## src/common/gcm_pkg.sv

```systemverilog
// constants and types shared by the clock multiplexer network
// assumes every clock input is a level sampled on the 200 MHz system clock
package gcm_pkg;
  // system clock
  localparam int GCM_CLK_PERIOD_NS = 5;
  // network geometry
  localparam int GCM_LINES = 8;
  localparam int GCM_QUADS = 4;
  localparam int GCM_PAIRS = 4;
  localparam int GCM_SLOTS = 2;
  localparam int GCM_EDGE_SLOTS = 8;
  localparam int GCM_MUX_TOTAL = 24;
  localparam int GCM_GLOBAL_PINS = 16;
  localparam int GCM_HALF_PINS = 8;
  localparam int GCM_BOTTOM_LINES = 4;
  // global pin aliasing: bottom pairs reach pin+12, top pairs pin+4
  localparam int GCM_ALT_SHIFT_BOTTOM = 12;
  localparam int GCM_ALT_SHIFT_TOP = 4;
  // right edge pins are rotated by four against the lines
  localparam int GCM_RIGHT_PIN_ROTATE = 4;
  // quadrant numbering
  localparam int GCM_QUAD_TR = 0;
  localparam int GCM_QUAD_BR = 1;
  localparam int GCM_QUAD_BL = 2;
  localparam int GCM_QUAD_TL = 3;
  // select encoding
  localparam logic GCM_SEL_FIRST = 1'b0;
  localparam logic GCM_SEL_SECOND = 1'b1;
  // quadrant line source encoding
  localparam logic GCM_LINE_GLOBAL = 1'b0;
  localparam logic GCM_LINE_HALF = 1'b1;
  // reset value of every forwarded clock
  localparam logic GCM_CLK_IDLE = 1'b0;

  typedef enum logic [1:0] {
    GCM_SRC_PIN_A,
    GCM_SRC_PIN_B,
    GCM_SRC_MANAGER,
    GCM_SRC_FABRIC
  } gcm_src_e;

  typedef enum logic [1:0] {
    GCM_MUX_IDLE,
    GCM_MUX_FIRST,
    GCM_MUX_SECOND
  } gcm_mux_state_e;
endpackage

```

## src/hw/gcm_clock_network.sv

```systemverilog
// quadrant clock network: 24 glitchless multiplexers, switch matrices, quadrant line selection
// assumes all clock sources are levels sampled on the system clock
//
// Function
// - select 0 forwards first clock input, select 1 forwards second.
// - switching never shortens a high or low phase below the inputs' shortest.
// - clocks may be asynchronous; select may change anytime except near selected rising edge.
// - plain buffer is the multiplexer element with selection fixed.
// - gated buffer builds its enable from the multiplexer select mechanism.
// - twenty-four multiplexer elements sit around the four edges.
// - four top and four bottom multiplexers reach all four quadrants.
// - left-edge multiplexers reach left quadrants only; right-edge ones right only.
// - paired multiplexers share inputs: one's first input is partner's second.
// - side pair matrix picks half-edge pin, interconnect line or clock manager.
// - top/bottom matrix picks two pins, one manager output, one interconnect.
// - first input is the primary path; second is the switching source.
// - top/bottom pair reaches four of eight edge pins, so differential pairs fit.
// - side pairs are fed by only two dedicated clock pins.
// - each quadrant has eight clock lines A to H for its logic.
// - each quadrant line takes global or same-letter half source, never both.
// - top and bottom outputs form two four-line spines joining an eight-line centre spine.
`timescale 1ns/100ps
module gcm_clock_network #(
  parameter bit HAS_SIDE_MANAGER = 1'b1
) (
  // system
  input logic clock,
  input logic rst_n,
  // dedicated clock pins
  input logic [gcm_pkg::GCM_GLOBAL_PINS-1:0] global_clock_pin,
  input logic [gcm_pkg::GCM_HALF_PINS-1:0] left_half_clock_pin,
  input logic [gcm_pkg::GCM_HALF_PINS-1:0] right_half_clock_pin,
  // clock manager outputs, one per matrix slot
  input logic [gcm_pkg::GCM_EDGE_SLOTS-1:0] global_manager_clock,
  input logic [gcm_pkg::GCM_EDGE_SLOTS-1:0] left_manager_clock,
  input logic [gcm_pkg::GCM_EDGE_SLOTS-1:0] right_manager_clock,
  // interconnect lines, one per pair
  input logic [gcm_pkg::GCM_LINES-1:0] global_fabric_clock,
  input logic [gcm_pkg::GCM_PAIRS-1:0] left_fabric_clock,
  input logic [gcm_pkg::GCM_PAIRS-1:0] right_fabric_clock,
  // switch matrix source per slot
  input gcm_pkg::gcm_src_e [gcm_pkg::GCM_EDGE_SLOTS-1:0] global_slot_src,
  input gcm_pkg::gcm_src_e [gcm_pkg::GCM_EDGE_SLOTS-1:0] left_slot_src,
  input gcm_pkg::gcm_src_e [gcm_pkg::GCM_EDGE_SLOTS-1:0] right_slot_src,
  // multiplexer selects, indexed by line
  input logic [gcm_pkg::GCM_LINES-1:0] global_select,
  input logic [gcm_pkg::GCM_LINES-1:0] left_select,
  input logic [gcm_pkg::GCM_LINES-1:0] right_select,
  // quadrant line source, one bit per line
  input logic [gcm_pkg::GCM_QUADS-1:0][gcm_pkg::GCM_LINES-1:0] quad_line_src,
  // plain buffer
  input logic plain_buffer_in,
  output logic plain_buffer_out,
  // gated buffer
  input logic gated_buffer_in,
  input logic gated_buffer_enable,
  output logic gated_buffer_out,
  // quadrant clock lines
  output logic [gcm_pkg::GCM_QUADS-1:0][gcm_pkg::GCM_LINES-1:0] quad_clock,
  // multiplexer status
  output logic [gcm_pkg::GCM_MUX_TOTAL-1:0] mux_running,
  output logic [gcm_pkg::GCM_MUX_TOTAL-1:0] mux_on_second
);
  import gcm_pkg::*;

  // one source per matrix slot
  function automatic logic slot_pick(
    input gcm_src_e code,
    input logic pin_a,
    input logic pin_b,
    input logic manager,
    input logic fabric,
    input logic allow_pin_b,
    input logic allow_manager
  );
    logic pick;
    pick = 1'b0;
    unique case (code)
      GCM_SRC_PIN_A: pick = pin_a;
      GCM_SRC_PIN_B: pick = allow_pin_b & pin_b;
      GCM_SRC_MANAGER: pick = allow_manager & manager;
      GCM_SRC_FABRIC: pick = fabric;
    endcase
    return pick;
  endfunction

  // alias pin reached by a global pair slot
  function automatic int alt_global_pin(input int pin);
    return (pin < GCM_BOTTOM_LINES) ? pin + GCM_ALT_SHIFT_BOTTOM : pin + GCM_ALT_SHIFT_TOP;
  endfunction

  // slot outputs of every matrix
  logic [GCM_EDGE_SLOTS-1:0] global_slot;
  logic [GCM_EDGE_SLOTS-1:0] left_slot;
  logic [GCM_EDGE_SLOTS-1:0] right_slot;

  // multiplexer inputs and outputs, indexed by line
  logic [GCM_LINES-1:0] global_first, global_second, global_out;
  logic [GCM_LINES-1:0] left_first, left_second, left_out;
  logic [GCM_LINES-1:0] right_first, right_second, right_out;
  logic [GCM_LINES-1:0] global_drive_first, global_drive_second;
  logic [GCM_LINES-1:0] left_drive_first, left_drive_second;
  logic [GCM_LINES-1:0] right_drive_first, right_drive_second;

  // spines
  logic [GCM_BOTTOM_LINES-1:0] bottom_spine, top_spine;
  logic [GCM_LINES-1:0] center_spine;

  // quadrant line registers
  logic [GCM_QUADS-1:0][GCM_LINES-1:0] quad_clock_reg, quad_clock_next;

  // top and bottom matrices: slot 0 of a pair takes the odd line pin, slot 1 the even
  genvar gp, gs;
  generate
    for (gp = 0; gp < GCM_PAIRS; gp++) begin : g_global_pair
      for (gs = 0; gs < GCM_SLOTS; gs++) begin : g_slot
        localparam int PIN = 2 * gp + 1 - gs;
        always_comb begin
          global_slot[2 * gp + gs] = slot_pick(
            global_slot_src[2 * gp + gs],
            global_clock_pin[PIN],
            global_clock_pin[alt_global_pin(PIN)],
            global_manager_clock[2 * gp + gs],
            global_fabric_clock[gp],
            1'b1,
            1'b1);
        end
      end
    end
  endgenerate

  // side matrices: one dedicated pin per slot, manager only where present
  generate
    for (gp = 0; gp < GCM_PAIRS; gp++) begin : g_side_pair
      for (gs = 0; gs < GCM_SLOTS; gs++) begin : g_slot
        localparam int LPIN = 2 * gp + 1 - gs;
        localparam int RPIN = (LPIN + GCM_RIGHT_PIN_ROTATE) % GCM_HALF_PINS;
        always_comb begin
          left_slot[2 * gp + gs] = slot_pick(
            left_slot_src[2 * gp + gs],
            left_half_clock_pin[LPIN],
            1'b0,
            left_manager_clock[2 * gp + gs],
            left_fabric_clock[gp],
            1'b0,
            HAS_SIDE_MANAGER);
          right_slot[2 * gp + gs] = slot_pick(
            right_slot_src[2 * gp + gs],
            right_half_clock_pin[RPIN],
            1'b0,
            right_manager_clock[2 * gp + gs],
            right_fabric_clock[gp],
            1'b0,
            HAS_SIDE_MANAGER);
        end
      end
    end
  endgenerate

  // pair sharing: odd line takes slot 0 first, even line takes slot 1 first
  genvar gl;
  generate
    for (gl = 0; gl < GCM_LINES; gl++) begin : g_line_inputs
      localparam int PAIR = gl / 2;
      localparam int PRIMARY = 2 * PAIR + ((gl % 2 == 1) ? 0 : 1);
      localparam int PARTNER = 2 * PAIR + ((gl % 2 == 1) ? 1 : 0);
      assign global_first[gl] = global_slot[PRIMARY];
      assign global_second[gl] = global_slot[PARTNER];
      assign left_first[gl] = left_slot[PRIMARY];
      assign left_second[gl] = left_slot[PARTNER];
      assign right_first[gl] = right_slot[PRIMARY];
      assign right_second[gl] = right_slot[PARTNER];
    end
  endgenerate

  // eight global (four bottom, four top), eight left, eight right elements
  generate
    for (gl = 0; gl < GCM_LINES; gl++) begin : g_mux
      gcm_glitchless_clock_mux u_global (
        .clock(clock),
        .rst_n(rst_n),
        .clock_in_first(global_first[gl]),
        .clock_in_second(global_second[gl]),
        .select(global_select[gl]),
        .clock_out(global_out[gl]),
        .drive_first(global_drive_first[gl]),
        .drive_second(global_drive_second[gl])
      );
      gcm_glitchless_clock_mux u_left (
        .clock(clock),
        .rst_n(rst_n),
        .clock_in_first(left_first[gl]),
        .clock_in_second(left_second[gl]),
        .select(left_select[gl]),
        .clock_out(left_out[gl]),
        .drive_first(left_drive_first[gl]),
        .drive_second(left_drive_second[gl])
      );
      gcm_glitchless_clock_mux u_right (
        .clock(clock),
        .rst_n(rst_n),
        .clock_in_first(right_first[gl]),
        .clock_in_second(right_second[gl]),
        .select(right_select[gl]),
        .clock_out(right_out[gl]),
        .drive_first(right_drive_first[gl]),
        .drive_second(right_drive_second[gl])
      );
    end
  endgenerate

  // bottom elements drive lines A-D, top elements E-H
  assign bottom_spine = global_out[GCM_BOTTOM_LINES-1:0];
  assign top_spine = global_out[GCM_LINES-1:GCM_BOTTOM_LINES];
  assign center_spine = {top_spine, bottom_spine};

  // quadrant line selection
  always_comb begin
    quad_clock_next = quad_clock_reg;
    for (int q = 0; q < GCM_QUADS; q++) begin
      for (int l = 0; l < GCM_LINES; l++) begin
        if (quad_line_src[q][l] == GCM_LINE_GLOBAL) begin
          quad_clock_next[q][l] = center_spine[l];
        end else if (q == GCM_QUAD_BL || q == GCM_QUAD_TL) begin
          quad_clock_next[q][l] = left_out[l];
        end else begin
          quad_clock_next[q][l] = right_out[l];
        end
      end
    end
  end

  always_ff @(posedge clock) begin
    if (!rst_n) begin
      quad_clock_reg <= '0;
    end else begin
      quad_clock_reg <= quad_clock_next;
    end
  end

  assign quad_clock = quad_clock_reg;

  // plain buffer: same element, select tied to the first input
  gcm_glitchless_clock_mux u_plain_buffer (
    .clock(clock),
    .rst_n(rst_n),
    .clock_in_first(plain_buffer_in),
    .clock_in_second(1'b0),
    .select(GCM_SEL_FIRST),
    .clock_out(plain_buffer_out),
    .drive_first(),
    .drive_second()
  );

  // gated buffer: disable selects a constant low input, so the output parks low
  // and re-enable waits for a falling edge of the clock
  logic gated_select;
  assign gated_select = gated_buffer_enable ? GCM_SEL_FIRST : GCM_SEL_SECOND;

  gcm_glitchless_clock_mux u_gated_buffer (
    .clock(clock),
    .rst_n(rst_n),
    .clock_in_first(gated_buffer_in),
    .clock_in_second(GCM_CLK_IDLE),
    .select(gated_select),
    .clock_out(gated_buffer_out),
    .drive_first(),
    .drive_second()
  );

  // status: global 0-7, left 8-15, right 16-23
  assign mux_running = {right_drive_first | right_drive_second,
                        left_drive_first | left_drive_second,
                        global_drive_first | global_drive_second};
  assign mux_on_second = {right_drive_second, left_drive_second, global_drive_second};
endmodule

```

## src/hw/gcm_glitchless_clock_mux.sv

```systemverilog
// one glitchless two-input clock multiplexer element
// assumes both clock inputs and select are sampled on the system clock
`timescale 1ns/100ps
module gcm_glitchless_clock_mux (
  // system
  input logic clock,
  input logic rst_n,
  // sampled clocks and select
  input logic clock_in_first,
  input logic clock_in_second,
  input logic select,
  // forwarded clock and status
  output logic clock_out,
  output logic drive_first,
  output logic drive_second
);
  import gcm_pkg::*;

  gcm_mux_state_e state_reg, state_next;
  logic first_prev_reg, first_prev_next;
  logic second_prev_reg, second_prev_next;
  logic out_reg, out_next;
  logic first_fall, second_fall;

  always_comb begin
    first_fall = first_prev_reg & ~clock_in_first;
    second_fall = second_prev_reg & ~clock_in_second;
    first_prev_next = clock_in_first;
    second_prev_next = clock_in_second;
    state_next = state_reg;
    unique case (state_reg)
      GCM_MUX_IDLE: begin
        // join only after a falling edge, so the first high phase is whole
        if (select == GCM_SEL_FIRST && first_fall) begin
          state_next = GCM_MUX_FIRST;
        end else if (select == GCM_SEL_SECOND && second_fall) begin
          state_next = GCM_MUX_SECOND;
        end
      end
      GCM_MUX_FIRST: begin
        // leave only while the old clock is low
        if (select == GCM_SEL_SECOND && !clock_in_first) begin
          state_next = GCM_MUX_IDLE;
        end
      end
      GCM_MUX_SECOND: begin
        if (select == GCM_SEL_FIRST && !clock_in_second) begin
          state_next = GCM_MUX_IDLE;
        end
      end
      default: begin
        state_next = GCM_MUX_IDLE;
      end
    endcase
    // select is sampled, so a late change costs a cycle, never a runt
    out_next = (state_reg == GCM_MUX_FIRST && clock_in_first) ||
               (state_reg == GCM_MUX_SECOND && clock_in_second);
  end

  always_ff @(posedge clock) begin
    if (!rst_n) begin
      state_reg <= GCM_MUX_IDLE;
      first_prev_reg <= 1'b0;
      second_prev_reg <= 1'b0;
      out_reg <= GCM_CLK_IDLE;
    end else begin
      state_reg <= state_next;
      first_prev_reg <= first_prev_next;
      second_prev_reg <= second_prev_next;
      out_reg <= out_next;
    end
  end

  assign clock_out = out_reg;
  assign drive_first = (state_reg == GCM_MUX_FIRST);
  assign drive_second = (state_reg == GCM_MUX_SECOND);
endmodule

```

## config.mk

```make
export PLATFORM = sky130hd
export DESIGN_NAME = gcm_clock_network
export DESIGN_NICKNAME = d
export VERILOG_FILES = /design/src/common/gcm_pkg.sv /design/src/hw/gcm_clock_network.sv /design/src/hw/gcm_glitchless_clock_mux.sv
export SDC_FILE = /design/constraint.sdc
export NUM_CORES = 1
export LEC_CHECK = 0
export ABC_AREA = 1
export CAP_MARGIN = 20
export CORE_UTILIZATION = 24
export CTS_BUF_LIST = sky130_fd_sc_hd__clkbuf_16
export DETAILED_ROUTE_END_ITERATION = 12
export DONT_BUFFER_PORTS = 1
export GPL_ROUTABILITY_DRIVEN = 0
export PLACE_DENSITY_LB_ADDON = 0.08
export SYNTH_ARGS = -nofsm -noshare
export SYNTH_HDL_FRONTEND = slang
export SYNTH_HIERARCHICAL = 1
export SYNTH_SLANG_ARGS = --single-unit
```

## constraint.sdc

```tcl
create_clock -name clock -period 1.6 [get_ports clock]
set_clock_uncertainty 0.15 [all_clocks]
set_input_delay 0.08 -clock clock [delete_from_list [all_inputs] [get_ports clock]]
set_output_delay 0.08 -clock clock [all_outputs]
set_load 0.02 [all_outputs]
```

==> summary.txt <==
Synth
  • Syn Area/Cell: 6.66 µm²
  • Synth Warn #: 6
  • Flops & latches, synth: about 160
  • Dominant cell type by area after synthesis: dfxtp_1
  • Synthesized area: approximately 8300 µm²
  • Cells after Synth: 1,253
  • Sequential fraction of the synthesis area: between 30 and 40%
  • Synth cell types: 18
  • Async S/R FF share, synth: 0%
  • Most used DFF post-synth: dfxtp_1
  • Post-synth EDFFs: 0
  • Top cell type's share of synthesized area: roughly two fifths
  • Synth area leaders: dfxtp_1, nand2_1, nor2_1

STA
  • Hold Vio Cnt, Final: 49
  • Final hold slack: -0.320 ns
  • # setup viols final: 0
  • F_max: 634 MHz
  • Tcrit/Tclk final: 98.7%
  • Pins Over Slew Limit: 0
  • Time the worst path needs with I/O delays and setup: 1.58 ns
  • RSZ-0062 raised after global routing: true
  • Final setup margin: around 0.022 ns

Placement
  • # port buffers: 0
  • Dpl cell area: 9090 µm²
  • Detailed placement HPWL: 15,800 µm
  • Dpl ws: ~0.39 ns
  • Placed cell count: 1,727

Power
  • Part of the power in combinational logic: 16.1%
  • P_int: 7460 µW
  • Sw Ratio: between 20% and 30%
  • Clock Power Share: between 40% and 50%
  • P_sw: 2930 µW
  • Leakage: about 0.0056 µW
  • Sequential share of power: a little over two fifths
  • Pwr Density: 879 nW/µm²
  • VDD IR max: ~0.00075 V

Finish
  • Highest-count cells in the layout ignoring fill and taps: nand2_1, dlygate4sd3_1, nor2_1
  • # nets final: 1,660
  • Max reg flops: 32
  • Layout filler cell count: 3,699
  • Footprint of the multi-input gates: 4240 µm²
  • Fraction of layout cells with a size suffix above 1: 22.5%
  • Final std cells w/o fill: between 1,500 and 2,000
  • Synthesis-to-finish area growth: 41.7%
  • Commonest non-fill, non-tap cell in the layout: nand2_1
  • Sequential cell area: between 3000 and 4000 µm²
  • Post-route cell area: 11,800 µm²

Drt
  • Iteration-0 DRC count of the detailed router: 197
  • Routed wirelength normalized by instance count: 11.8 µm
  • Vias: between 8,000 and 9,000
  • Final WL: about 23,000 µm
  • Number of routed nets with antenna violations: 0
  • Vias per std cell: 4.14
  • # DRC: 0
  • DRT Pass-1 Iters: 4

Worst setup path
  • Maximum fanout along the worst path: 4
  • Worst setup SP type: input port
  • Critical path arrival: between 1.5 and 2 ns
  • CP required: 1.79 ns
  • Worst Setup End Kind: flop
  • Critical path class: in -> reg

Floorplanning
  • Ports: 263
  • Row count: 67
  • Die area: 35,500 µm²
  • DIE WIDTH: 188 µm
  • Die height: 188 µm
  • Initial Util: roughly a quarter
  • Core area: 33,900 µm²

CTS
  • Max clock buf depth: 2
  • Clk_lat worst skew: around 0.45 ns
  • CTS H-tree depth: 4
  • Total CTS buffers: 17
  • # clock sinks: 162
  • CTS tree: done
  • Clock slew seen by the registers of the worst setup and hold paths: about 0.07 ns
  • CTS Root Buffer Type: clkbuf_16

GRT
  • Initial antenna violation count: 1
  • All-layer global routing usage: 13.1%
  • Largest net degree at the start of global routing: 77
  • Remaining global-route overflow: 0
  • Vias in the first global route: 7,716
  • First-pass GRT wire length: about 37,000 µm

Status
  • Run status: finished, violations left
  • Violated checks: negative hold slack

Flow run
  • Max_cap viols: 0

Hold path
  • Worst min path class: in -> reg
final cells by class:
| cell class | count | share of cell area [%] |
|---|---|---|
| flip-flops and latches | 162 | 27.9 |
| inverters | 285 | 9.09 |
| well taps | 448 | 4.74 |
| multi-input cells | 808 | 35.9 |
| clock inverters | 15 | 1.55 |
| repair buffers | 205 | 17.3 |
| clock buffers | 17 | 3.60 |
| diodes | 1 | 0.0212 |
critical path, stage by stage:
cell,delay [ns]
dlygate4sd3_1,0.55
inv_1,0.05
nand3_1,0.07
nand2_1,0.13
nand2_1,0.09
dlygate4sd3_1,0.56
inv_2,0.04
a22o_1,0.21
path summary, 6_finish.rpt:
path                              startpoint  cells past startpoint                            end  slack [ns]
max                       global_slot_src[7]                      8    g_mux[2].u_global/clock_out        0.02
min                                    rst_n                      2    u_plain_buffer/state_reg[1]       -0.32
max reg2reg     g_mux[1].u_left/state_reg[0]                      5   g_mux[1].u_left/state_reg[0]        0.07
min reg2reg  g_mux[5].u_right/first_prev_reg                      2  g_mux[5].u_right/state_reg[0]        0.33
metal layers:
layer	vias to the layer above	routed length, µm	GRT usage (%)
li1	4270	-	-
met1	3576	10700	16.1
met2	174	10800	21.9
met3	14	1190	4.13
met4	0	244	3.60
met5	-	0	0
cells in the mapped netlist (all sizes together) (3+ instances only):
library cell and instances:
nand2 316, inv 233, nor2 210, dfxtp 162, nand3 126, clkinv 52
o21ai 32, a21boi 26, a22o 26, nand4 26, or2 24, nand3b 16
buf 3
cell families after synthesis:
family | Yosys count | synth area share (%)
AND/OR/NAND/NOR | 718 | 41.1
buffers and inverters | 288 | 13.0
flip-flops | 162 | 38.9
AO/OA/AOI/OAI | 84 | 6.99
other | 1 | 0.0449
power by group through the flow:
| stage | logic [µW] | clock network [µW] | registers [µW] |
|---|---|---|---|
| floorplan | 971 | 0 | 4440 |
| global placement | 1180 | 0 | 4470 |
| detailed placement | 1180 | 0 | 4470 |
| CTS | 1640 | 4520 | 4390 |
| global route | 1900 | 4710 | 4410 |
| finish | 1680 | 4320 | 4390 |
metrics by stage:
stage | total power (µW) | utilization [%] | setup TNS [ns]
2_1_floorplan | 5410 | - | 0
6_report | 10400 | 34.9 | 0
5_1_grt | 11000 | 34.9 | -0.137
3_3_place_gp | 5660 | 26.8 | 0
4_1_cts | 10500 | 34.1 | 0
3_5_place_dp | 5650 | 26.8 | 0
repair_timing:
action,in CTS,in global routing
resized for setup,41,64
hold endpoints to repair,160,55
endpoints found under the setup margin,15,44
hold buffers,171,8
pin swaps,2,12
buffers inserted,0,5
(Power assumes the default switching activity.)
